<file path="config.mk">
export PLATFORM = sky130hd
export DESIGN_NAME = mgef_framer
export DESIGN_NICKNAME = d
export VERILOG_FILES = /design/src/mgef_pkg.sv /design/src/mgef_framer.sv
export SDC_FILE = /design/constraint.sdc
export NUM_CORES = 1
export LEC_CHECK = 0
export ABC_CLOCK_PERIOD_IN_PS = 4400
export BUFFER_PORTS_ARGS = -buffer_cell sky130_fd_sc_hd__buf_2
export CORE_UTILIZATION = 55
export DETAILED_ROUTE_END_ITERATION = 10
export PLACE_DENSITY_LB_ADDON = 0.15
export REMOVE_ABC_BUFFERS = 1
export SLEW_MARGIN = 10
export SYNTH_ARGS = -nofsm -noshare
export SYNTH_HDL_FRONTEND = slang
export SYNTH_SLANG_ARGS = --single-unit
</file>
<file path="constraint.sdc">
create_clock -name ref_clk -period 4.4 [get_ports ref_clk]
set_input_delay 0.22 -clock ref_clk [delete_from_list [all_inputs] [get_ports ref_clk]]
set_output_delay 0.22 -clock ref_clk [all_outputs]
set_load 0.005 [all_outputs]
</file>
<file path="src/mgef_pkg.sv">
/*
  Constants, types and register map of the multicast group extension framer.
  Assumes one clock, APB register access and byte-wide frame streams.
*/
// Summary of operation
// - Group extension length byte is 3.
// - Group extension type field carries code 3.
// - Group extension critical flag is always one.
// - Continuation flag one means another unencrypted object follows; zero marks the last.
// - Group extension carries one group identifier byte naming the nonce state used.
// - Send missing-state extension when peer's follow-up group has no local nonce state.
// - Missing-state extension goes only in the unencrypted extension area.
// - Missing-state extension length byte is 2.
// - Missing-state extension type field carries code 4.
// - Missing-state extension critical flag is always zero.
// - Sequence number loads a random value at startup.
// - Sequence number advances once per new singlecast or follow-up, not on retransmit.
// - Group extension goes only in the unencrypted extension area.
// - Never put group extension and nonce state update in one frame.
// - Every multicast and singlecast follow-up frame carries a group extension.
package mgef_pkg;
  // Register byte offsets
  localparam logic [7:0] REG_CMD = 8'h00;
  localparam logic [7:0] REG_STATUS = 8'h04;
  localparam logic [7:0] REG_HELD_GID = 8'h08;
  localparam logic [7:0] REG_HELD_VLD = 8'h0c;
  localparam logic [7:0] REG_RX_GID = 8'h10;
  // Command fields
  localparam int CMD_GID_LSB = 0;
  localparam int CMD_KIND_LSB = 8;
  localparam int CMD_MORE_BIT = 10;
  localparam int CMD_NSU_BIT = 11;
  localparam int CMD_RETX_BIT = 12;
  // Status fields
  localparam int ST_BUSY_BIT = 0;
  localparam int ST_MISS_PEND_BIT = 1;
  localparam int ST_PEER_LACKS_BIT = 2;
  localparam int ST_REFUSED_BIT = 3;
  localparam int ST_SEQ_LSB = 8;
  // Extension object encoding
  localparam logic [7:0] GRP_LEN = 8'h03;
  localparam logic [5:0] GRP_TYPE = 6'h03;
  localparam logic GRP_CRIT = 1'b1;
  localparam logic [7:0] MISS_LEN = 8'h02;
  localparam logic [5:0] MISS_TYPE = 6'h04;
  localparam logic MISS_CRIT = 1'b0;
  localparam int HDR_CONT_BIT = 7;
  localparam int HDR_CRIT_BIT = 6;
  // Reset values and FIFO depth
  localparam logic [7:0] RST_BYTE = 8'h00;
  localparam logic [3:0] RST_VLD = 4'h0;
  localparam int FIFO_DEPTH = 16;
  // Frame kinds
  typedef enum logic [1:0] {
    MGEF_SINGLE = 2'b00,
    MGEF_FOLLOW = 2'b01,
    MGEF_MULTI = 2'b10
  } mgef_kind_e;
  // One byte of the outgoing extension area
  typedef struct packed {
    logic last;
    logic [7:0] data;
  } mgef_byte_s;
endpackage

</file>
<file path="src/mgef_framer.sv">
/*
  Extension area framer with its output FIFO and an APB register slave.
  Assumes synchronous inputs, a random source on entropy and a sink
  that may stall the byte stream.
*/
// Added by the designer: the register addresses and the APB interface to the registers.
`timescale 1ns/1ps

////////////////////////////////////////////////////////////////////////////////
// Simple synchronous FIFO
module mgef_fifo #(
  parameter int WIDTH = 9,
  parameter int DEPTH = 16
) (
  input wire logic ref_clk,
  input wire logic rst,
  input wire logic [WIDTH-1:0] in_data,
  input wire logic in_valid,
  output logic in_ready,
  output logic [WIDTH-1:0] out_data,
  output logic out_valid,
  input wire logic out_ready
);
  localparam int AW = $clog2(DEPTH);
  // Wrap-bit full test only works for a power of two
  if (DEPTH < 2 || (1 << AW) != DEPTH) begin : g_bad_depth
    $error("DEPTH must be a power of two");
  end
  logic [WIDTH-1:0] mem [DEPTH];
  logic [AW:0] wr_q, rd_q;
  wire push = in_valid && in_ready;
  wire pop = out_valid && out_ready;
  // Full when pointers differ only in the wrap bit
  assign in_ready = (wr_q ^ rd_q) != {1'b1, {AW{1'b0}}};
  assign out_valid = wr_q != rd_q;
  assign out_data = mem[rd_q[AW-1:0]];
  // Storage has no reset; only pointers matter
  always_ff @(posedge ref_clk) begin
    if (push) mem[wr_q[AW-1:0]] <= in_data;
  end
  // Pointer update
  always_ff @(posedge ref_clk or posedge rst) begin
    if (rst) begin
      wr_q <= '0;
      rd_q <= '0;
    end else begin
      if (push) wr_q <= wr_q + 1'b1;
      if (pop) rd_q <= rd_q + 1'b1;
    end
  end
endmodule

////////////////////////////////////////////////////////////////////////////////
// Framer top
module mgef_framer #(
  parameter int SEQ_W = 8,
  parameter int DEPTH = mgef_pkg::FIFO_DEPTH
) (
  input wire logic ref_clk,
  input wire logic rst,
  input wire logic psel,
  input wire logic penable,
  input wire logic pwrite,
  input wire logic [7:0] paddr,
  input wire logic [31:0] pwdata,
  output logic [31:0] prdata,
  output logic pready,
  output logic pslverr,
  input wire logic [SEQ_W-1:0] entropy,
  output logic [SEQ_W-1:0] seq_num,
  output logic [7:0] tx_data,
  output logic tx_last,
  output logic tx_valid,
  input wire logic tx_ready,
  input wire logic rx_valid,
  input wire logic rx_sof,
  input wire logic [7:0] rx_data,
  input wire logic rx_followup
);
  // Status word has room for 24 sequence bits; the width is held to 1..16
  if (SEQ_W < 1 || SEQ_W > 16) begin : g_bad_seq
    $error("SEQ_W must be 1..16");
  end

  typedef enum logic [2:0] {
    MGEF_IDLE = 3'b000,
    MGEF_MLEN = 3'b001,
    MGEF_MHDR = 3'b010,
    MGEF_MGID = 3'b011,
    MGEF_OLEN = 3'b100,
    MGEF_OHDR = 3'b101
  } mgef_state_e;

  // Header byte builder, shared by both objects
  function automatic logic [7:0] mgef_hdr(input logic cont, input logic crit,
                                          input logic [5:0] typ);
    mgef_hdr = {cont, crit, typ};
  endfunction

  // Lookup in the held nonce state table
  function automatic logic mgef_held(input logic [31:0] gids, input logic [3:0] vld,
                                     input logic [7:0] gid);
    logic hit;
    hit = 1'b0;
    for (int i = 0; i < 4; i++) begin
      if (vld[i] && gids[8*i +: 8] == gid) hit = 1'b1;
    end
    mgef_held = hit;
  endfunction

  ////////////////////////////////////////////////////////////////////////////////
  // Register bus
  logic [31:0] held_gid_q;
  logic [3:0] held_vld_q;
  logic [7:0] rx_gid_q, gid_q;
  logic more_q, grp_q, miss_q;
  logic miss_pend_q, peer_lacks_q, refused_q, started_q;
  logic [SEQ_W-1:0] seq_q;
  mgef_state_e st_q, st_d;

  wire wr_en = psel && penable && pwrite;
  wire hit_cmd = paddr == mgef_pkg::REG_CMD;
  wire hit_st = paddr == mgef_pkg::REG_STATUS;
  wire hit_hg = paddr == mgef_pkg::REG_HELD_GID;
  wire hit_hv = paddr == mgef_pkg::REG_HELD_VLD;
  wire hit_rx = paddr == mgef_pkg::REG_RX_GID;
  wire mapped = hit_cmd || hit_st || hit_hg || hit_hv || hit_rx;
  wire busy = st_q != MGEF_IDLE;
  wire [31:0] status_w = {{(24 - SEQ_W){1'b0}}, seq_q, 4'h0, refused_q,
                          peer_lacks_q, miss_pend_q, busy};
  assign pready = 1'b1;
  assign pslverr = psel && penable && !mapped;
  assign prdata = !(psel && !pwrite) ? 32'h0000_0000 :
                  hit_st ? status_w :
                  hit_hg ? held_gid_q :
                  hit_hv ? {28'h0000000, held_vld_q} :
                  hit_rx ? {24'h000000, rx_gid_q} : 32'h0000_0000;

  // Command decode
  wire cmd_wr = wr_en && hit_cmd;
  wire [1:0] cmd_kind = pwdata[mgef_pkg::CMD_KIND_LSB +: 2];
  wire cmd_grp = cmd_kind == mgef_pkg::MGEF_FOLLOW || cmd_kind == mgef_pkg::MGEF_MULTI;
  wire cmd_nsu = pwdata[mgef_pkg::CMD_NSU_BIT];
  wire cmd_refuse = cmd_wr && (busy || (cmd_grp && cmd_nsu));
  wire cmd_go = cmd_wr && !cmd_refuse;
  wire cmd_seq = cmd_go && !pwdata[mgef_pkg::CMD_RETX_BIT] &&
                 cmd_kind != mgef_pkg::MGEF_MULTI;
  wire cmd_miss = miss_pend_q;

  // Held table
  always_ff @(posedge ref_clk or posedge rst) begin
    if (rst) begin
      held_gid_q <= {4{mgef_pkg::RST_BYTE}};
      held_vld_q <= mgef_pkg::RST_VLD;
    end else begin
      if (wr_en && hit_hg) held_gid_q <= pwdata;
      if (wr_en && hit_hv) held_vld_q <= pwdata[3:0];
    end
  end

  ////////////////////////////////////////////////////////////////////////////////
  // Sequence number
  // Loaded from entropy on the first edge after reset, never a constant
  always_ff @(posedge ref_clk or posedge rst) begin
    if (rst) begin
      started_q <= 1'b0;
      seq_q <= '0;
    end else if (!started_q) begin
      started_q <= 1'b1;
      seq_q <= entropy;
    end else if (cmd_seq) begin
      seq_q <= seq_q + 1'b1;
    end
  end
  assign seq_num = seq_q;

  ////////////////////////////////////////////////////////////////////////////////
  // Frame command latch
  always_ff @(posedge ref_clk or posedge rst) begin
    if (rst) begin
      gid_q <= mgef_pkg::RST_BYTE;
      more_q <= 1'b0;
      grp_q <= 1'b0;
      miss_q <= 1'b0;
    end else if (cmd_go) begin
      gid_q <= pwdata[mgef_pkg::CMD_GID_LSB +: 8];
      more_q <= pwdata[mgef_pkg::CMD_MORE_BIT];
      grp_q <= cmd_grp;
      miss_q <= cmd_miss;
    end
  end

  ////////////////////////////////////////////////////////////////////////////////
  // Extension area emitter
  mgef_pkg::mgef_byte_s out_b;
  logic push_ok, push;
  wire nothing = !cmd_grp && !cmd_miss;
  // Group object continues when a missing-state object or caller's object follows
  wire grp_cont = miss_q || more_q;
  always_comb begin
    st_d = st_q;
    out_b = '{last: 1'b0, data: 8'h00};
    push = 1'b0;
    unique case (st_q)
      MGEF_IDLE: begin
        if (cmd_go && !nothing) st_d = cmd_grp ? MGEF_MLEN : MGEF_OLEN;
      end
      MGEF_MLEN: begin
        out_b.data = mgef_pkg::GRP_LEN;
        push = 1'b1;
        if (push_ok) st_d = MGEF_MHDR;
      end
      MGEF_MHDR: begin
        out_b.data = mgef_hdr(grp_cont, mgef_pkg::GRP_CRIT, mgef_pkg::GRP_TYPE);
        push = 1'b1;
        if (push_ok) st_d = MGEF_MGID;
      end
      MGEF_MGID: begin
        out_b.data = gid_q;
        out_b.last = !miss_q;
        push = 1'b1;
        if (push_ok) st_d = miss_q ? MGEF_OLEN : MGEF_IDLE;
      end
      MGEF_OLEN: begin
        out_b.data = mgef_pkg::MISS_LEN;
        push = 1'b1;
        if (push_ok) st_d = MGEF_OHDR;
      end
      MGEF_OHDR: begin
        out_b.data = mgef_hdr(more_q, mgef_pkg::MISS_CRIT, mgef_pkg::MISS_TYPE);
        out_b.last = 1'b1;
        push = 1'b1;
        if (push_ok) st_d = MGEF_IDLE;
      end
      default: st_d = MGEF_IDLE;
    endcase
  end

  // Emitter state; stalls while the FIFO is full
  always_ff @(posedge ref_clk or posedge rst) begin
    if (rst) st_q <= MGEF_IDLE;
    else st_q <= st_d;
  end

  // Only the unencrypted extension area passes through this stream
  mgef_pkg::mgef_byte_s fifo_out;
  mgef_fifo #(.WIDTH(9), .DEPTH(DEPTH)) u_fifo (
    .ref_clk(ref_clk),
    .rst(rst),
    .in_data(out_b),
    .in_valid(push),
    .in_ready(push_ok),
    .out_data(fifo_out),
    .out_valid(tx_valid),
    .out_ready(tx_ready)
  );
  assign tx_data = fifo_out.data;
  assign tx_last = fifo_out.last;

  ////////////////////////////////////////////////////////////////////////////////
  // Receive parser of the peer's unencrypted extension area
  logic [7:0] rx_idx_q, rx_len_q;
  logic [5:0] rx_typ_q;
  logic rx_cont_q, rx_done_q;
  wire rx_take = rx_valid && !rx_done_q;
  // A two-byte object ends on its header byte, so index 1 may end it
  wire rx_end = rx_idx_q != 8'h00 && rx_idx_q + 8'h01 >= rx_len_q;
  // While the header is taken its own flag counts, not the stale register
  wire rx_cont = rx_idx_q == 8'h01 ? rx_data[mgef_pkg::HDR_CONT_BIT] : rx_cont_q;
  wire rx_gid_byte = rx_take && rx_idx_q == 8'h02 && rx_typ_q == mgef_pkg::GRP_TYPE;
  wire rx_miss = rx_gid_byte && rx_followup &&
                 !mgef_held(held_gid_q, held_vld_q, rx_data);
  wire rx_lack = rx_take && rx_idx_q == 8'h01 &&
                 rx_data[5:0] == mgef_pkg::MISS_TYPE;
  // Byte walker; a zero continuation flag ends the area
  always_ff @(posedge ref_clk or posedge rst) begin
    if (rst) begin
      rx_idx_q <= 8'h00;
      rx_len_q <= 8'h00;
      rx_typ_q <= 6'h00;
      rx_cont_q <= 1'b0;
      rx_done_q <= 1'b0;
    end else if (rx_sof) begin
      rx_idx_q <= 8'h00;
      rx_done_q <= 1'b0;
    end else if (rx_take) begin
      if (rx_idx_q == 8'h00) rx_len_q <= rx_data;
      if (rx_idx_q == 8'h01) begin
        rx_typ_q <= rx_data[5:0];
        rx_cont_q <= rx_data[mgef_pkg::HDR_CONT_BIT];
      end
      if (rx_end) begin
        rx_idx_q <= 8'h00;
        rx_done_q <= !rx_cont;
      end else begin
        rx_idx_q <= rx_idx_q + 8'h01;
      end
    end
  end

  ////////////////////////////////////////////////////////////////////////////////
  // Status flags: hardware set wins over software clear
  wire st_wr = wr_en && hit_st;
  always_ff @(posedge ref_clk or posedge rst) begin
    if (rst) begin
      miss_pend_q <= 1'b0;
      peer_lacks_q <= 1'b0;
      refused_q <= 1'b0;
      rx_gid_q <= mgef_pkg::RST_BYTE;
    end else begin
      if (rx_gid_byte) rx_gid_q <= rx_data;
      // Pending request is consumed by the next accepted frame
      if (rx_miss) miss_pend_q <= 1'b1;
      else if (cmd_go || (st_wr && pwdata[mgef_pkg::ST_MISS_PEND_BIT])) miss_pend_q <= 1'b0;
      if (rx_lack) peer_lacks_q <= 1'b1;
      else if (st_wr && pwdata[mgef_pkg::ST_PEER_LACKS_BIT]) peer_lacks_q <= 1'b0;
      if (cmd_refuse) refused_q <= 1'b1;
      else if (st_wr && pwdata[mgef_pkg::ST_REFUSED_BIT]) refused_q <= 1'b0;
    end
  end

  ////////////////////////////////////////////////////////////////////////////////
  // Checks
  property p_grp_len;
    @(posedge ref_clk) disable iff (rst)
      (st_q == MGEF_MLEN && push_ok) |-> out_b.data == 8'h03;
  endproperty
  a_grp_len: assert property (p_grp_len) else $error("group length not 3");

  property p_grp_hdr;
    @(posedge ref_clk) disable iff (rst)
      (st_q == MGEF_MHDR) |-> out_b.data[6:0] == 7'h43 && out_b.data[7] == (miss_q || more_q);
  endproperty
  a_grp_hdr: assert property (p_grp_hdr) else $error("group header wrong");

  property p_grp_crit;
    @(posedge ref_clk) disable iff (rst)
      (st_q == MGEF_MHDR) |-> out_b.data[6];
  endproperty
  a_grp_crit: assert property (p_grp_crit) else $error("group critical flag low");

  property p_miss_obj;
    @(posedge ref_clk) disable iff (rst)
      (st_q == MGEF_OLEN && push_ok) |=> out_b.data[6:0] == 7'h04 && out_b.last;
  endproperty
  a_miss_obj: assert property (p_miss_obj) else $error("missing-state header wrong");

  property p_miss_len;
    @(posedge ref_clk) disable iff (rst)
      (st_q == MGEF_OLEN) |-> out_b.data == 8'h02 && !out_b.last;
  endproperty
  a_miss_len: assert property (p_miss_len) else $error("missing-state length not 2");

  property p_gid;
    @(posedge ref_clk) disable iff (rst)
      cmd_go |=> grp_q == $past(cmd_grp) && gid_q == $past(pwdata[7:0]);
  endproperty
  a_gid: assert property (p_gid) else $error("group identifier not latched");

  property p_seq;
    @(posedge ref_clk) disable iff (rst)
      started_q && !cmd_seq |=> seq_q == $past(seq_q);
  endproperty
  a_seq: assert property (p_seq) else $error("sequence moved without new frame");

  property p_seq_inc;
    @(posedge ref_clk) disable iff (rst)
      started_q && cmd_seq |=> seq_q == $past(seq_q) + 1'b1;
  endproperty
  a_seq_inc: assert property (p_seq_inc) else $error("sequence did not advance");

  property p_seed;
    @(posedge ref_clk) disable iff (rst)
      !started_q |=> started_q && seq_q == $past(entropy);
  endproperty
  a_seed: assert property (p_seed) else $error("sequence not seeded");

  property p_no_mix;
    @(posedge ref_clk) disable iff (rst)
      (cmd_wr && cmd_grp && cmd_nsu) |=> refused_q && ($past(busy) || !busy);
  endproperty
  a_no_mix: assert property (p_no_mix) else $error("group frame with nonce update");

  property p_miss;
    @(posedge ref_clk) disable iff (rst)
      rx_miss |=> miss_pend_q;
  endproperty
  a_miss: assert property (p_miss) else $error("missing state not flagged");
endmodule

</file>
Word level (Yosys, flattened, before mapping)

Memories as Yosys holds them, arrays and structs flattened.
Index checks and enable logic that the tools add are counted.

Flip-flop bits (word level): 103
Bits in writable memories: 144
Bits of input ports: 65
Output and inout port bits: 52
Logic and storage cells: 161
Memories: 1

Memory list:

| name       | depth | bits a word | read ports | clocked after memory_dff | wr ports | line              | text |
|---|---|---|---|---|---|---|---|
| u_fifo.mem | 16    | 9           | 1          | 0                        | 1        | mgef_framer.sv:29 | `logic [WIDTH-1:0] mem [DEPTH];` |

Add/sub/neg operators: 4
$lt $le $gt $ge: 1
Equal/unequal tests: 29
Mux-type cells: 38
Bitwise logic cells: 2
Reductions and logical operators: 67

Operators with widths:

| cell                  | number |
|---|---|
| $mux W32              | 3 |
| $mux W8               | 7 |
| $pmux W8 S5           | 1 |
| $eq A8 B8 Y1          | 4 |
| $logic_and A1 B1 Y1   | 32 |
| $mux W3               | 8 |
| $pmux W3 S6           | 1 |
| $mux W1               | 17 |
| $add A8 B1 Y8 const B | 2 |
| $eq A8 B4 Y1 const B  | 2 |
| $logic_not A8 Y1      | 2 |
| $ne A2 B1 Y1 const B  | 6 |
| $logic_not A1 Y1      | 11 |
| $add A5 B1 Y5 const B | 2 |
| $reduce_bool A2 Y1    | 5 |
| $eq A8 B1 Y1 const B  | 1 |
| $eq A8 B2 Y1 const B  | 1 |
| $eq A8 B3 Y1 const B  | 1 |
| $eq A8 B5 Y1 const B  | 1 |
| $ge A8 B8 Y1          | 1 |
| $logic_or A1 B1 Y1    | 8 |
| $reduce_bool A8 Y1    | 1 |
| $eq A3 B2 Y1 const B  | 2 |
| $eq A3 B3 Y1 const B  | 2 |
| other kinds (17)      | 20 |

Longest topological paths before layout

Gate-level depths: netlist (run 1).

Depth in word-level cells: 11
Mapped depth: 10

Modules after synthesis

A second synthesis (run 1) with hierarchy kept.

Cell total of the unflattened synthesis: 812
Area, all modules: 11295.8 um2

By module, submodules not included:

| module      | instances | cells an instance | area an instance (um2) |
|---|---|---|---|
| mgef_fifo   | 1         | 309               | 6120.9 |
| mgef_framer | 1         | 503               | 5175.0 |

Worst setup path after synthesis (run 1)

Ideal clock, no wire load.

Path type: register to output
Start point: register u_fifo.rd_q[0]
End point: output port tx_last
Data arrival time: 2.471 ns
Slack: 1.709 ns
Cell stages (with the launch flop): 5
Path buffers: 2
Cell sequence: dfrtp_1 buf_1 buf_1 mux4_2 mux4_2

Word-level cells in the longest chain between the ends: 1

RTL lines:

| item                   | line              | text |
|---|---|---|
| from (decl)            | mgef_framer.sv:30 | `logic [AW:0] wr_q, rd_q;` |
| from (signal assigned) | mgef_framer.sv:48 | `if (pop) rd_q <= rd_q + 1'b1;` |
| $mem_v2 Z16 W9         | n/a               |  |
| to (decl)              | mgef_framer.sv:72 | `output logic tx_last,` |

No other way between the ends.

Final worst setup path (run 1)

Start point: input port paddr[0]
End point: output port prdata[21]

Word-level cells in the longest chain between the ends: 4

RTL lines:

| item         | line               | text |
|---|---|---|
| from (decl)  | mgef_framer.sv:64  | `input wire logic [7:0] paddr,` |
| $eq A8 B4 Y1 | mgef_framer.sv:124 | `wire hit_hg = paddr == mgef_pkg::REG_HELD_GID;` |
| $mux W32     | mgef_framer.sv:135 | `hit_hg ? held_gid_q :` |
| $mux W32 *   | mgef_framer.sv:134 | `hit_st ? status_w :` |
| $mux W32 *   | mgef_framer.sv:133 | `assign prdata = !(psel && !pwrite) ? 32'h0000_0000 :` |
| to (decl)    | mgef_framer.sv:66  | `output logic [31:0] prdata,` |

Mark *: on every way between the ends. The rest lies on a longest branch, timed or not.

==> flow_results.org, run 1 <==
** Status
- Result of the run :: complete, no violations

** Global routing
- The first global-routing pass estimated 38600 um of wire.
- Across every metal layer, demand over resource in global routing totals 24.6%.
- The number of antenna violations at the first check in global routing came to 0.
- Vias in the first global route :: around 7300
- Maximum number of pins on one net before global-route repair :: roughly 70
- Leftover overflow at the end of global routing :: 0

** Timing
- Summed over all failing endpoints, the final setup total negative slack is 0 ns.
- The tightest hold path in the finished design has a slack of about 0.02 ns.
- Slew margin rel. :: 27.5%
- Timing would allow up to 305 MHz.
- Setup repair after global routing left no endpoint under its margin.
- Layout Skew :: approximately 0.0084 ns
- The worst path needs around 3.3 ns of the cycle, external delays included.
- Worst slew pin tran :: 1.08 ns
- Final count of hold timing violations :: 0
- Share of the clock period used by the worst path :: 74.6%
- Setup violations remaining at the end of the flow were counted as 0.
- The total count of max-transition violations in the final report was 0.

** Setup path
- For this run, the slowest stage of the critical path takes 0.73 ns.
- STA classifies the critical path startpoint as an input port.
- Traced cell by cell, the critical path runs through buf_2 -> or4_1 -> or3_1 -> nor3b_2 -> nor3b_2 -> and2_1 -> buf_2.
- In this run the worst path has a maximum fanout of 16.
- Data arrives at the worst endpoint at 3.06 ns.
- For the worst setup path, the data required time is 4.18 ns.
- The critical path is of the in -> out type.
- The largest individual stage delay along the critical path comes from the cell sky130_fd_sc_hd__nor3b_2.
- STA classifies the critical path endpoint as an output port.

** Clocking
- Clock-pin slew was measured on the worst setup and hold paths at 0.06 ns.
- Counting along the longest clock path gives a buffer depth of 3.
- CTS tree :: done
- The number of clock buffers added by TritonCTS is 26.
- Clock H-tree levels :: 1
- Buffers added to address setup during post-CTS repair amount to 0.
- Clock latency of the later-clocked register in the worst-skew pair :: 0.52 ns
- The root buffer cell chosen for the clock tree is sky130_fd_sc_hd__clkbuf_16.
- After clock tree synthesis, the flow added hold-fix buffers numbering 42.
- Post-CTS sizing :: 0
- The clock net in this run drives a total of 247 sinks.

** Drt
- For this block, the initial DRC count from the detailed router was 435.
- After detailed routing, the number of vias per cell comes to 5.85.
- Count of nets left with antenna violations after detail routing :: 0
- For this block, the via count after detailed routing is 6935.
- The first TritonRoute pass finished after 5 iterations.
- Average wire per standard cell :: 20.5 um
- Total length of routed wires :: 24300 um
- DR DRC count :: 0

** Logic synthesis
- Post-synthesis cell count :: 752
- Of the synthesized area, sequential elements account for 61.6%.
- In the synthesized netlist the dominant register cell turns out to be sky130_fd_sc_hd__edfxtp_1.
- Count of flip-flops with a built-in enable after synthesis :: 144
- Cell types occupying the most area after synthesis :: sky130_fd_sc_hd__edfxtp_1 39%, sky130_fd_sc_hd__dfrtp_1 23%, sky130_fd_sc_hd__mux4_2 9.1%
- Area share of the largest cell type after synthesis :: 38.6%
- The biggest area contributor in the post-synthesis netlist is sky130_fd_sc_hd__edfxtp_1.
- In this run, distinct cell masters in the synthesized netlist total 57.
- The average instance in the mapped netlist occupies approximately 15 um^2.
- In the synthesized netlist the async set-or-reset flop fraction comes to 41.7%.
- Post-Synthesis Cell Area :: between 0.01 and 0.015 mm^2
- Counting flops and latches in the post-synthesis netlist gives 247.
- Yosys printed 0 warnings.

** Power and ir drop
- Summed over all cells, the static leakage comes to 0.00551 uW.
- Sum of internal, switching and leakage power :: 6910 uW
- VDD IR max :: 0.321 mV
- PD cells :: 524 mW/mm^2

** Cells and area
- Fraction of final layout cells sized beyond drive strength 1 :: a little under a third
- The finished cells cover 0.0132 mm^2.
- Area growth syn-to-layout :: 17.8%
- The final layout contains about 990 nets.
- The repair_antennas step left the layout with diodes totalling 0.

** Placed design
- Dpl cell area :: 0.0120 mm^2
- Routability-driven placement finished with a final weighted congestion of 0.864.
- The count of buffers added on input and output ports is 115.
- The HPWL after detailed placement is ~16000 um.

** Min path
- The tightest min-delay check is of the in -> reg type.

** Die
- Initial cell density of the core :: 56.8%
- The floorplan has 51 rows.
- The die covers 0.0209 mm^2.
- Die Span Y :: 145 um
- Overall die width :: around 140 um
- Number of top-level design ports :: 117
- Area of the core region :: 0.0197 mm^2

** Job
- Across the run, the number of max-cap violations was 0.
placed cells by master, fill, tap and decap left out, types with 4 or more instances in the layout:
master	synthesis	routed
sky130_fd_sc_hd__edfxtp_1	144	144
sky130_fd_sc_hd__buf_2	1	115
sky130_fd_sc_hd__dfrtp_1	103	102
sky130_fd_sc_hd__mux2_2	71	71
sky130_fd_sc_hd__mux4_2	45	45
sky130_fd_sc_hd__dlygate4sd3_1	0	42
sky130_fd_sc_hd__xor2_1	40	40
sky130_fd_sc_hd__nor2_1	34	34
sky130_fd_sc_hd__clkbuf_16	0	26
sky130_fd_sc_hd__nand2_1	24	24
sky130_fd_sc_hd__and3_1	22	22
sky130_fd_sc_hd__inv_1	23	22
sky130_fd_sc_hd__ha_1	19	19
sky130_fd_sc_hd__and2_1	18	18
sky130_fd_sc_hd__xnor2_1	14	14
sky130_fd_sc_hd__nand3_1	14	14
sky130_fd_sc_hd__a21oi_1	14	14
sky130_fd_sc_hd__o21ai_0	13	13
sky130_fd_sc_hd__a22oi_1	12	12
sky130_fd_sc_hd__buf_4	1	11
sky130_fd_sc_hd__nor3_1	10	9
sky130_fd_sc_hd__a22o_1	8	8
sky130_fd_sc_hd__nor4_1	7	7
sky130_fd_sc_hd__nand4_1	6	6
sky130_fd_sc_hd__nor2b_1	6	6
sky130_fd_sc_hd__clkinv_1	0	6
sky130_fd_sc_hd__nand2b_1	5	5
sky130_fd_sc_hd__a31oi_1	5	5
sky130_fd_sc_hd__clkbuf_1	31	5
sky130_fd_sc_hd__or4_1	4	4
sky130_fd_sc_hd__or3_1	4	4
sky130_fd_sc_hd__a222oi_1	4	4
sky130_fd_sc_hd__clkinv_2	0	4
power by group:
part | internal (uW) | switching, uW
logic | 874 | 921
registers | 2910 | 253
clock network | 1110 | 840
total | 4900 | 2010
synthesized netlist by cell type (all sizes together), types with 5 or more instances:
cell and count:
edfxtp 144, dfrtp 103, mux2 71, mux4 45, xor2 40, nor2 34
clkbuf 31, nand2 24, inv 23, and3 22, ha 19, and2 18
a21oi 14, nand3 14, xnor2 14, buf 13, o21ai 13, a22oi 12
nor3 10, a22o 8, nor4 7, nand4 6, nor2b 6, a31oi 5
nand2b 5
routing by layer:
| metal | up-vias | track usage, % | part of all wire, % |
|---|---|---|---|
| met4 | 0 | 6.87 | 2.2 |
| met5 | - | 0 | 0 |
| met1 | 3515 | 31.1 | 41 |
| met3 | 45 | 4.48 | 5.0 |
| li1 | 3155 | - | - |
| met2 | 220 | 43.4 | 52 |
stage by stage:
stage	util [%]	setup WS, ns	cells
finish	66.9	1.12	1186
global route	66.9	0.951	1186
CTS	66.9	1.05	1186
detailed placement	60.9	1.14	1100
global placement	60.9	1.22	1100
floorplan	-	0.185	709
flip-flops by register name, indices dropped and copies added (netlist names), 3 cells and up:
register / count
rx_len_q: 8
u_fifo.rd_q: 5
seq_num: 8
held_vld_q: 4
rx_idx_q: 8
held_gid_q: 32
rx_gid_q: 8
st_q: 3
rx_typ_q: 6
u_fifo.wr_q: 5
u_fifo.mem: 144
gid_q: 8
final timing paths:
path,startpoint,cells past startpoint,to,slack (ns)
worst max-delay path,paddr[0],7,prdata[21],1.12
worst min-delay path,pwdata[3],2,gid_q[3],0.02
worst max register to register,rx_idx_q[4],5,rx_done_q,1.48
worst min register to register,gid_q[5],1,gid_q[5],0.50
max in group asynchronous,rst,4,held_gid_q[25],2.97
min in group asynchronous,rst,3,rx_idx_q[2],0.44
final cells by class:
type / instances / area, um^2
tap: 265 / 332
clock inverter: 11 / 58.8
clock buffer: 33 / 697
multi-input combinational: 439 / 4030
sequential: 247 / 6900
timing repair buffer: 168 / 1080
inverter: 23 / 88.8
fill: 1378 / 6530
critical path, delay by kind of cell:
kind	cells	cell delay, ns
and+or+nand+nor	5	2.61
buffers and inverters	2	0.21
cell families after synthesis:
kind of cell	Yosys count	share of synthesized area, %
flops	247	61.6
simple gates	168	8.29
mux	117	16.3
compound gates	79	4.98
buf+inv	67	2.42
xor+xnor	54	4.22
fa+ha+maj	19	2.12
other cells	1	0.0335
Note: power is estimated with default switching activity, not from simulation.
==> inputs of run 2 (changes only) <==
--- a/config.mk
+++ b/config.mk
@@ -5,7 +5,8 @@
 export SDC_FILE = /design/constraint.sdc
 export NUM_CORES = 1
 export LEC_CHECK = 0
-export ABC_CLOCK_PERIOD_IN_PS = 4400
+export ABC_AREA = 1
+export ABC_CLOCK_PERIOD_IN_PS = 3280
 export BUFFER_PORTS_ARGS = -buffer_cell sky130_fd_sc_hd__buf_2
 export CORE_UTILIZATION = 55
 export DETAILED_ROUTE_END_ITERATION = 10
==> constraint.sdc (replaced) <==
create_clock -name ref_clk -period 3.28 [get_ports ref_clk]
set_input_delay 0.164 -clock ref_clk [delete_from_list [all_inputs] [get_ports ref_clk]]
set_output_delay 0.164 -clock ref_clk [all_outputs]
set_load 0.005 [all_outputs]
==> flow_results.org, run 2 <==
** Drt
- The via count was 9286 (+34%).
- Via density per instance :: 5.45 (-6.9%)
- Count of nets left with antenna violations after detail routing :: 0 (unchanged)
- The count of TritonRoute iterations in the first routing pass came to 5 (unchanged).
- DR DRC count :: 0 (unchanged)
- Iteration-0 DRC count of the detailed router :: 643 (+48%)
- The average wire per standard cell is 16.7 um (-18%).
- Total length of routed wires :: 28500 um (+17%)

** Placed design
- The post-DP HPWL came to 19000 um (+16%).
- RD Place Congestion :: 0.861 (-0.39%)
- The number of I/O port buffers is 115 (unchanged).

** Logic synthesis
- Distinct cell type count of the synthesized netlist :: 43 (-25%)
- Area share of the largest cell type after synthesis :: 36.7% (-1.9 points)
- Cell types occupying the most area after synthesis :: sky130_fd_sc_hd__edfxtp_1 37%, sky130_fd_sc_hd__dfrtp_1 22%, sky130_fd_sc_hd__nand2_1 8.3%
- The post-synthesis instance area was 0.0118 mm^2 (+5.3%).
- The sequential element share of the synthesized area came to 58.5% (-3.1 points).
- After synthesis, the most frequently instantiated cells are 260 x sky130_fd_sc_hd__nand2_1, 169 x sky130_fd_sc_hd__nor2_1, 144 x sky130_fd_sc_hd__edfxtp_1.
- The synthesis warning total is 0 (unchanged).
- Count of flip-flops with a built-in enable after synthesis :: 144 (unchanged)
- For this run, the leading register cell type out of synthesis is sky130_fd_sc_hd__edfxtp_1.
- Post-synthesis cell count :: 1254 (+67%)
- Asr flop ratio synth :: 41.7% (unchanged)
- Leading area contributor after synthesis :: sky130_fd_sc_hd__edfxtp_1
- Post-synthesis register bit count :: 247 (unchanged)
- Top-count cell post-synth :: sky130_fd_sc_hd__nand2_1
- The mean post-synth cell area came to 9.40 um^2 (-37%).

** Global routing
- The total global routing overflow came to 0 (unchanged).
- The first-pass GRT wire length came to 45400 um (+18%).
- The number of global-route vias before repair came to 8798 (+21%).
- The number of antenna violations at the first check in global routing is 1 (+1).
- The overall track demand over capacity in global routing was 26.5% (+2.0 points).
- The largest net degree at the start of global routing was 81 (+13%).

** Timing
- Final-report max-slew violation count :: 0 (unchanged)
- The minimum hold slack is 0.0538 ns (+0.0339 ns).
- The post-route setup TNS came to 0 ns (unchanged).
- Count of final setup violators :: 0 (unchanged)
- Worst slew pin tran :: 1.01 ns (-0.0744 ns)
- Slew margin rel. :: 32.7% (+5.3 points)
- Static timing analysis puts the maximum clock frequency at 345 MHz.
- Counting I/O delays and the setup requirement, the final critical path takes 2.90 ns.
- The worst-case clock skew came to 0.00958 ns (+0.00119 ns).
- The worst path uses 88.3% of the clock period.
- Final count of hold timing violations :: 0 (unchanged)
- Setup repair after global routing left no endpoint under its margin.

** Die
- The total die area is 0.0220 mm^2 (+5.2%).
- The die extent in y is 148 um (+2.6%).
- Initial cell density of the core :: 56.1% (-0.70 points)
- Overall die width :: 148 um (+2.6%)
- Number of top-level design ports :: 117 (unchanged)
- The core box area came to 0.0210 mm^2 (+6.6%).
- Row count :: 53 (+3.9%)

** Clocking
- The total of cells resized after clock tree synthesis is 0 (unchanged).
- The clock transition at the register clock pins on the worst setup and hold paths after CTS came to 0.07 ns (about the same).
- TritonCTS built the clock tree.
- Clock H-tree levels :: 1 (unchanged)
- The hold buffer count at CTS was 43 (+2.4%).
- The number of sinks driven by the clock tree is 247 (unchanged).
- The TritonCTS buffer count was 26 (unchanged).
- Number of setup buffers added after CTS :: 0 (unchanged)
- Clock latency of the later-clocked register in the worst-skew pair :: 0.52 ns (about the same)
- The worst-case clock buffer depth is 3 (unchanged).
- Clock tree synthesis selected as its root buffer the cell sky130_fd_sc_hd__clkbuf_16.

** Setup path
- Worst setup EP type :: output port
- WP data arrival :: 2.73 ns (-0.33 ns)
- The worst setup path is launched from a flip-flop.
- The slowest stage of the critical path is the sky130_fd_sc_hd__inv_2 cell.
- Reg-to-reg critical path startpoint :: u_fifo.rd_q[1]
- Max stage delay on crit path :: 0.71 ns (-0.02 ns)
- The critical path is of the reg -> out type.
- Crit path launch :: u_fifo.rd_q[0]
- Largest fanout of any net on the critical path :: 56 (+40)
- Cell mode on critical path :: sky130_fd_sc_hd__o211ai_1
- Crit path required time :: 3.12 ns (-1.06 ns)
- The critical path goes through inv_2 -> o21ai_0 -> o211ai_1 -> o211ai_1 -> nand3_1 -> buf_2.

** Power and ir drop
- The power density of the placed cells came to 726 mW/mm^2 (+39%).
- The overall power of the completed layout is 10100 uW (+46%).
- Static leakage :: 0.00603 uW (+9.3%)
- The peak supply drop is 0.414 mV (+29%).
- Cell-internal power :: 6570 uW (+34%)
- Clock share of power :: 29.7% (+1.5 points)
- Switching Fraction :: 34.8% (+5.7 points)
- Comb pwr share :: 29.3% (+3.3 points)
- The power spent charging and discharging nets is 3510 uW (+74%).
- The sequential power share was 40.9% (-4.9 points).

** Cells and area
- Filler instances :: 1681 (+22%)
- The layout overhead on the synthesized area was 17.8% (about the same).
- Number of nets in the layout :: 1494 (+51%)
- Area of the multi-input gates :: 0.00421 mm^2 (+4.5%)
- The sequential cell area is 0.00690 mm^2 (unchanged).
- Final core area utilization :: 66.1% (-0.82 points)
- Leaving out fill and tap cells, the most frequent cell in the layout is sky130_fd_sc_hd__nand2_1.
- The flip-flop count of the largest register, all copies and words added is 144 (unchanged).
- Commonest non-fill, non-tap cells in the layout :: 260 x sky130_fd_sc_hd__nand2_1, 169 x sky130_fd_sc_hd__nor2_1, 144 x sky130_fd_sc_hd__edfxtp_1
- The antenna diode instance count came to 0 (unchanged).
- Fraction of final layout cells sized beyond drive strength 1 :: 15.5% (-15 points)

** Min path
- Beginning of the worst hold path :: rx_followup
- The path class of the tightest hold or removal check is in -> reg.

** Status
- The flow ran to the end, and the final reports show no timing, DRC or antenna violations.

** Job
- Max-cap viol count :: 0 (unchanged)
[run 2: cell types whose count changed in the layout (fill, tap and decap cells not counted), moves of 22 or more]
cell                      previous run  this run
sky130_fd_sc_hd__and3_1             22         0
sky130_fd_sc_hd__inv_1              22        96
sky130_fd_sc_hd__mux2_2             71         0
sky130_fd_sc_hd__mux4_2             45         0
sky130_fd_sc_hd__nand2_1            24       260
sky130_fd_sc_hd__nand3_1            14        75
sky130_fd_sc_hd__nor2_1             34       169
sky130_fd_sc_hd__o21ai_0            13       136
[run 2: final cells by class]
cell class                 instances  share of cell area (%)
clock buffer                      33                    5.10
clock inverter                    15                    1.25
inverter                         107                    2.93
multi-input combinational        852                    30.3
tap                              275                    2.48
sequential                       247                    49.7
timing repair buffer             176                    8.21
[run 2: kinds of logic after synthesis]
family / Yosys count / share of synthesized area (%)
AND/OR/NAND/NOR: 565 / 20.2
flip-flops: 247 / 58.5
AO/OA/AOI/OAI: 238 / 11.3
buffers and inverters: 156 / 5.75
XOR/XNOR: 28 / 2.08
adder cells (fa/ha/maj): 19 / 2.02
other: 1 / 0.0318
[run 2: final timing paths]
kind | cells after the start | slack [ns] | end
worst min-delay path | 5 | 0.05 | cmd_miss
worst max register to register | 5 | 0.86 | u_fifo.mem[9][7]
worst min register to register | 2 | 0.49 | rx_typ_q[1]
worst max-delay path | 6 | 0.38 | tx_data[7]
min in group asynchronous | 3 | 0.42 | rx_idx_q[6]
max in group asynchronous | 4 | 2.05 | seq_num[7]
[run 2: per-layer routing]
metal,global-route usage (%),vias to the layer above,share of wire [%]
met2,44.4,313,47
li1,-,4532,-
met3,3.28,54,5.4
met5,0,-,0
met1,36.2,4387,44
met4,8.51,0,2.9
[run 2: power groups by stage]
stage	combinational (uW)	clock [uW]	sequential (uW)
floorplan	1780	0	4210
global placement	2870	0	4170
detailed placement	2920	0	4180
CTS	2970	3040	4130
global route	3310	3170	4170
finish	2960	3000	4130
[run 2: metrics by stage]
stage          cells  cell area, um^2  worst slack (ns)
6_report        1705            13900             0.385
5_1_grt         1705            13900             0.219
4_1_cts         1705            13900             0.352
3_5_place_dp    1614            12600             0.830
3_3_place_gp    1614            12600             0.947
2_1_floorplan   1206            11500             0.383
[run 2: worst max-delay path, delay by kind of cell, from the launching register on]
kind / cells / cell delay (ns)
buffers and inverters: 2 / 0.83
AO/OA/AOI/OAI: 3 / 0.68
flip-flops: 1 / 0.55
AND/OR/NAND/NOR: 1 / 0.12
==> inputs of run 3 (changes only) <==
--- a/config.mk
+++ b/config.mk
@@ -10,7 +10,7 @@
 export BUFFER_PORTS_ARGS = -buffer_cell sky130_fd_sc_hd__buf_2
 export CORE_UTILIZATION = 55
 export DETAILED_ROUTE_END_ITERATION = 10
-export PLACE_DENSITY_LB_ADDON = 0.15
+export PLACE_DENSITY = 0.74
 export REMOVE_ABC_BUFFERS = 1
 export SLEW_MARGIN = 10
 export SYNTH_ARGS = -nofsm -noshare
==> flow_results.org, run 3 (synthesized netlist as in run 2, its figures left out) <==
** Die
- The die width was 148 um (unchanged).
- Initial cell density of the core :: 56.1% (unchanged)
- Number of top-level design ports :: 117 (unchanged)
- Area of the core region :: 0.0210 mm^2 (unchanged)
- The die extent in y is 148 um (unchanged).
- The site row count is 53 (unchanged).
- Die outline area :: 0.0220 mm^2 (unchanged)

** Setup path
- The worst setup path is captured at an output port.
- Largest fanout of any net on the critical path :: 57 (+1.8%)
- Crit path required time :: 3.12 ns (about the same)
- STA classifies the critical path startpoint as a flip-flop.
- The arrival time reported for the critical path endpoint was 2.61 ns (-0.12 ns).
- The worst setup path is of the reg -> out kind.

** Global routing
- The first-pass GRT wire length was 45700 um (+0.58%).
- Vias in the first global route :: 8793 (-0.057%)
- The number of antenna violations at the first check in global routing came to 0 (-1).
- The total global routing overflow came to 0 (unchanged).
- Maximum number of pins on one net before global-route repair :: 59 (-27%)
- The overall track demand over capacity in global routing was 26.8% (+0.24 points).

** Power and ir drop
- The sequential power share came to 41.6% (+0.7 points).
- Clock share of power :: 27.7% (-2.0 points)
- VDD IR max :: 0.504 mV (+22%)
- Comb pwr share :: 30.7% (+1.4 points)
- The power density of the placed cells was 716 mW/mm^2 (-1.3%).
- Switching Power :: 3480 uW (-0.83%)
- The internal power consumption is 6400 uW (-2.7%).
- Static leakage :: 0.00599 uW (-0.68%)
- Switching Fraction :: 35.3% (+0.43 points)

** Cells and area
- Diode count :: 0 (unchanged)
- The flip-flop count of the largest register, all copies and words added is 144 (unchanged).
- The count of placed standard cells in the final layout, fillers left out came to 1703 (-0.12%).
- The layout filler cell count came to 1643 (-2.3%).
- Number of nets in the layout :: 1493 (-0.067%)
- Commonest non-fill, non-tap cells in the layout :: 260 x sky130_fd_sc_hd__nand2_1, 169 x sky130_fd_sc_hd__nor2_1, 144 x sky130_fd_sc_hd__edfxtp_1
- Fraction of final layout cells sized beyond drive strength 1 :: 14.7% (-0.82 points)
- Commonest non-fill, non-tap cell in the layout :: sky130_fd_sc_hd__nand2_1
- Area growth syn-to-layout :: 17.0%

** Timing
- The final worst setup slack is 0.504 ns (+0.120 ns).
- Final-report max-slew violation count :: 0 (unchanged)
- Layout Skew :: 0.0148 ns (+0.00518 ns)
- The pin slew with the least headroom to its limit came to 0.940 ns (-0.0687 ns).
- Final count of hold timing violations :: 0 (unchanged)
- The number of endpoints failing setup at the final stage came to 0 (unchanged).
- The post-route setup TNS was 0 ns (unchanged).
- The max-slew headroom at the worst pin is 37.2% (+4.5 points).
- The ratio of final minimum period to clock period is 84.6% (-3.6 points).
- RSZ-0062 raised after global routing :: false
- Highest achievable clock rate :: 360 MHz (+4.3%)
- Crit path time final :: 2.78 ns (-0.120 ns)

** Placed design
- The worst setup slack before clock tree synthesis was 0.869 ns (+0.0391 ns).
- The total instance count after detailed placement is 1614 (unchanged).
- The routability-driven placement congestion ratio came to 0.864 (+0.33%).
- The number of I/O port buffers was 115 (unchanged).
- HPWL Detailed :: 18900 um (-0.83%)

** Min path
- The tightest min-delay check is of the in -> reg type.

** Clocking
- The maximum level of the CTS H-tree is 1 (unchanged).
- Clock slew seen by the registers of the worst setup and hold paths :: 0.06 ns (about the same)
- Library cell used as clock root buffer :: sky130_fd_sc_hd__clkbuf_16
- The worst-case clock buffer depth came to 3 (unchanged).
- TritonCTS Sinks :: 247 (unchanged)
- Clock latency of the later-clocked register in the worst-skew pair :: 0.52 ns (about the same)
- The total of cells resized after clock tree synthesis was 0 (unchanged).
- The count of buffers added by post-CTS timing repair for setup was 0 (unchanged).
- Inserted Clock Buffers :: 26 (unchanged)
- TritonCTS built the clock tree.

** Drt
- The via count was 9445 (+1.7%).
- The count of TritonRoute iterations in the first routing pass is 5 (unchanged).
- The starting DRC count in detailed routing was 787 (+22%).
- The sum of routed wire length over all layers is 29000 um (+1.8%).
- The routed length on met1 is 12500 um (-1.2%).
- Highest routing layer actually used :: met4
- The average wire per standard cell came to 17.0 um (+1.9%).
- Routed met3 length :: 1980 um (+29%)
- The number of vias per cell is 5.55 (+1.8%).
- Met2 routed WL :: 13900 um (+3.2%)
- The number of routed nets with antenna violations was 0 (unchanged).
- The DRC violation count after routing is 0 (unchanged).

** Job
- The number of max-cap violations is 0 (unchanged).

** Status
- Result of the run :: complete, no violations
==> run 3: cell count changes in the layout (fill, tap and decap cells not counted), sizes merged <==
cell / previous run / this run
clkbuf: 33 / 42
clkinvlp: 5 / 0
inv: 103 / 102
dlygate4sd3: 43 / 42
bufinv: 3 / 1
clkinv: 11 / 9
==> run 3: power groups by stage <==
stage / clock, uW / combinational, uW / sequential, uW
after floorplan: 0 / 1780 / 4210
after global placement: 0 / 2890 / 4150
after detailed placement: 0 / 2960 / 4160
after CTS: 2760 / 3030 / 4100
after global routing: 2870 / 3340 / 4150
final: 2740 / 3030 / 4110
==> run 3: routing by layer <==
layer	track usage, %	vias up
li1	-	4543
met1	37.1	4476
met2	44.8	379
met3	3.37	47
met4	7.11	0
met5	0	-
==> run 3: what timing repair did <==
action,4_1_cts,5_1_grt
hold buffers,42,0
setup endpoints to repair,0,0
endpoints found under the hold margin,99,0
==> run 3: cell type report <==
class / count / area (um^2) / area share, %
repair buffers: 175 / 1140 / 8.29
clock buffers: 42 / 732 / 5.31
flip-flops and latches: 247 / 6900 / 50.0
multi-input cells: 852 / 4210 / 30.5
clock inverters: 5 / 52.6 / 0.381
well taps: 275 / 344 / 2.49
inverters: 107 / 407 / 2.95
==> run 3: final timing paths <==
kind	end	cells after the start	slack, ns	from
max reg2reg	u_fifo.mem[0][2]	6	0.82	u_fifo.rd_q[0]
min	gid_q[1]	3	0.01	pwdata[1]
max	tx_last	7	0.50	u_fifo.rd_q[0]
max in group asynchronous	seq_num[6]	4	2.26	rst
min in group asynchronous	rx_idx_q[0]	3	0.27	rst
min reg2reg	rx_typ_q[4]	2	0.49	rx_typ_q[4]
==> run 3: worst max-delay path: stages, from the launching register on <==
cell and delay (ns):
sky130_fd_sc_hd__dfrtp_2 0.41, sky130_fd_sc_hd__inv_2 0.68, sky130_fd_sc_hd__buf_4 0.35, sky130_fd_sc_hd__o21ai_0 0.10, sky130_fd_sc_hd__o22ai_1 0.17, sky130_fd_sc_hd__nand2_1 0.08
sky130_fd_sc_hd__nand3_1 0.16, sky130_fd_sc_hd__buf_2 0.13
==> run 3: per-stage QoR <==
stage                     utilization (%)  power (uW)  instance area (um^2)  hold slack (ns)
final                                65.6        9880                 13800           0.0103
after global routing                 65.6       10400                 13800           0.0175
after CTS                            65.6        9890                 13800           0.0100
after detailed placement             59.9        7120                 12600            0.292
after global placement               59.9        7040                 12600            0.286
after floorplan                         -        5980                 11500            0.309
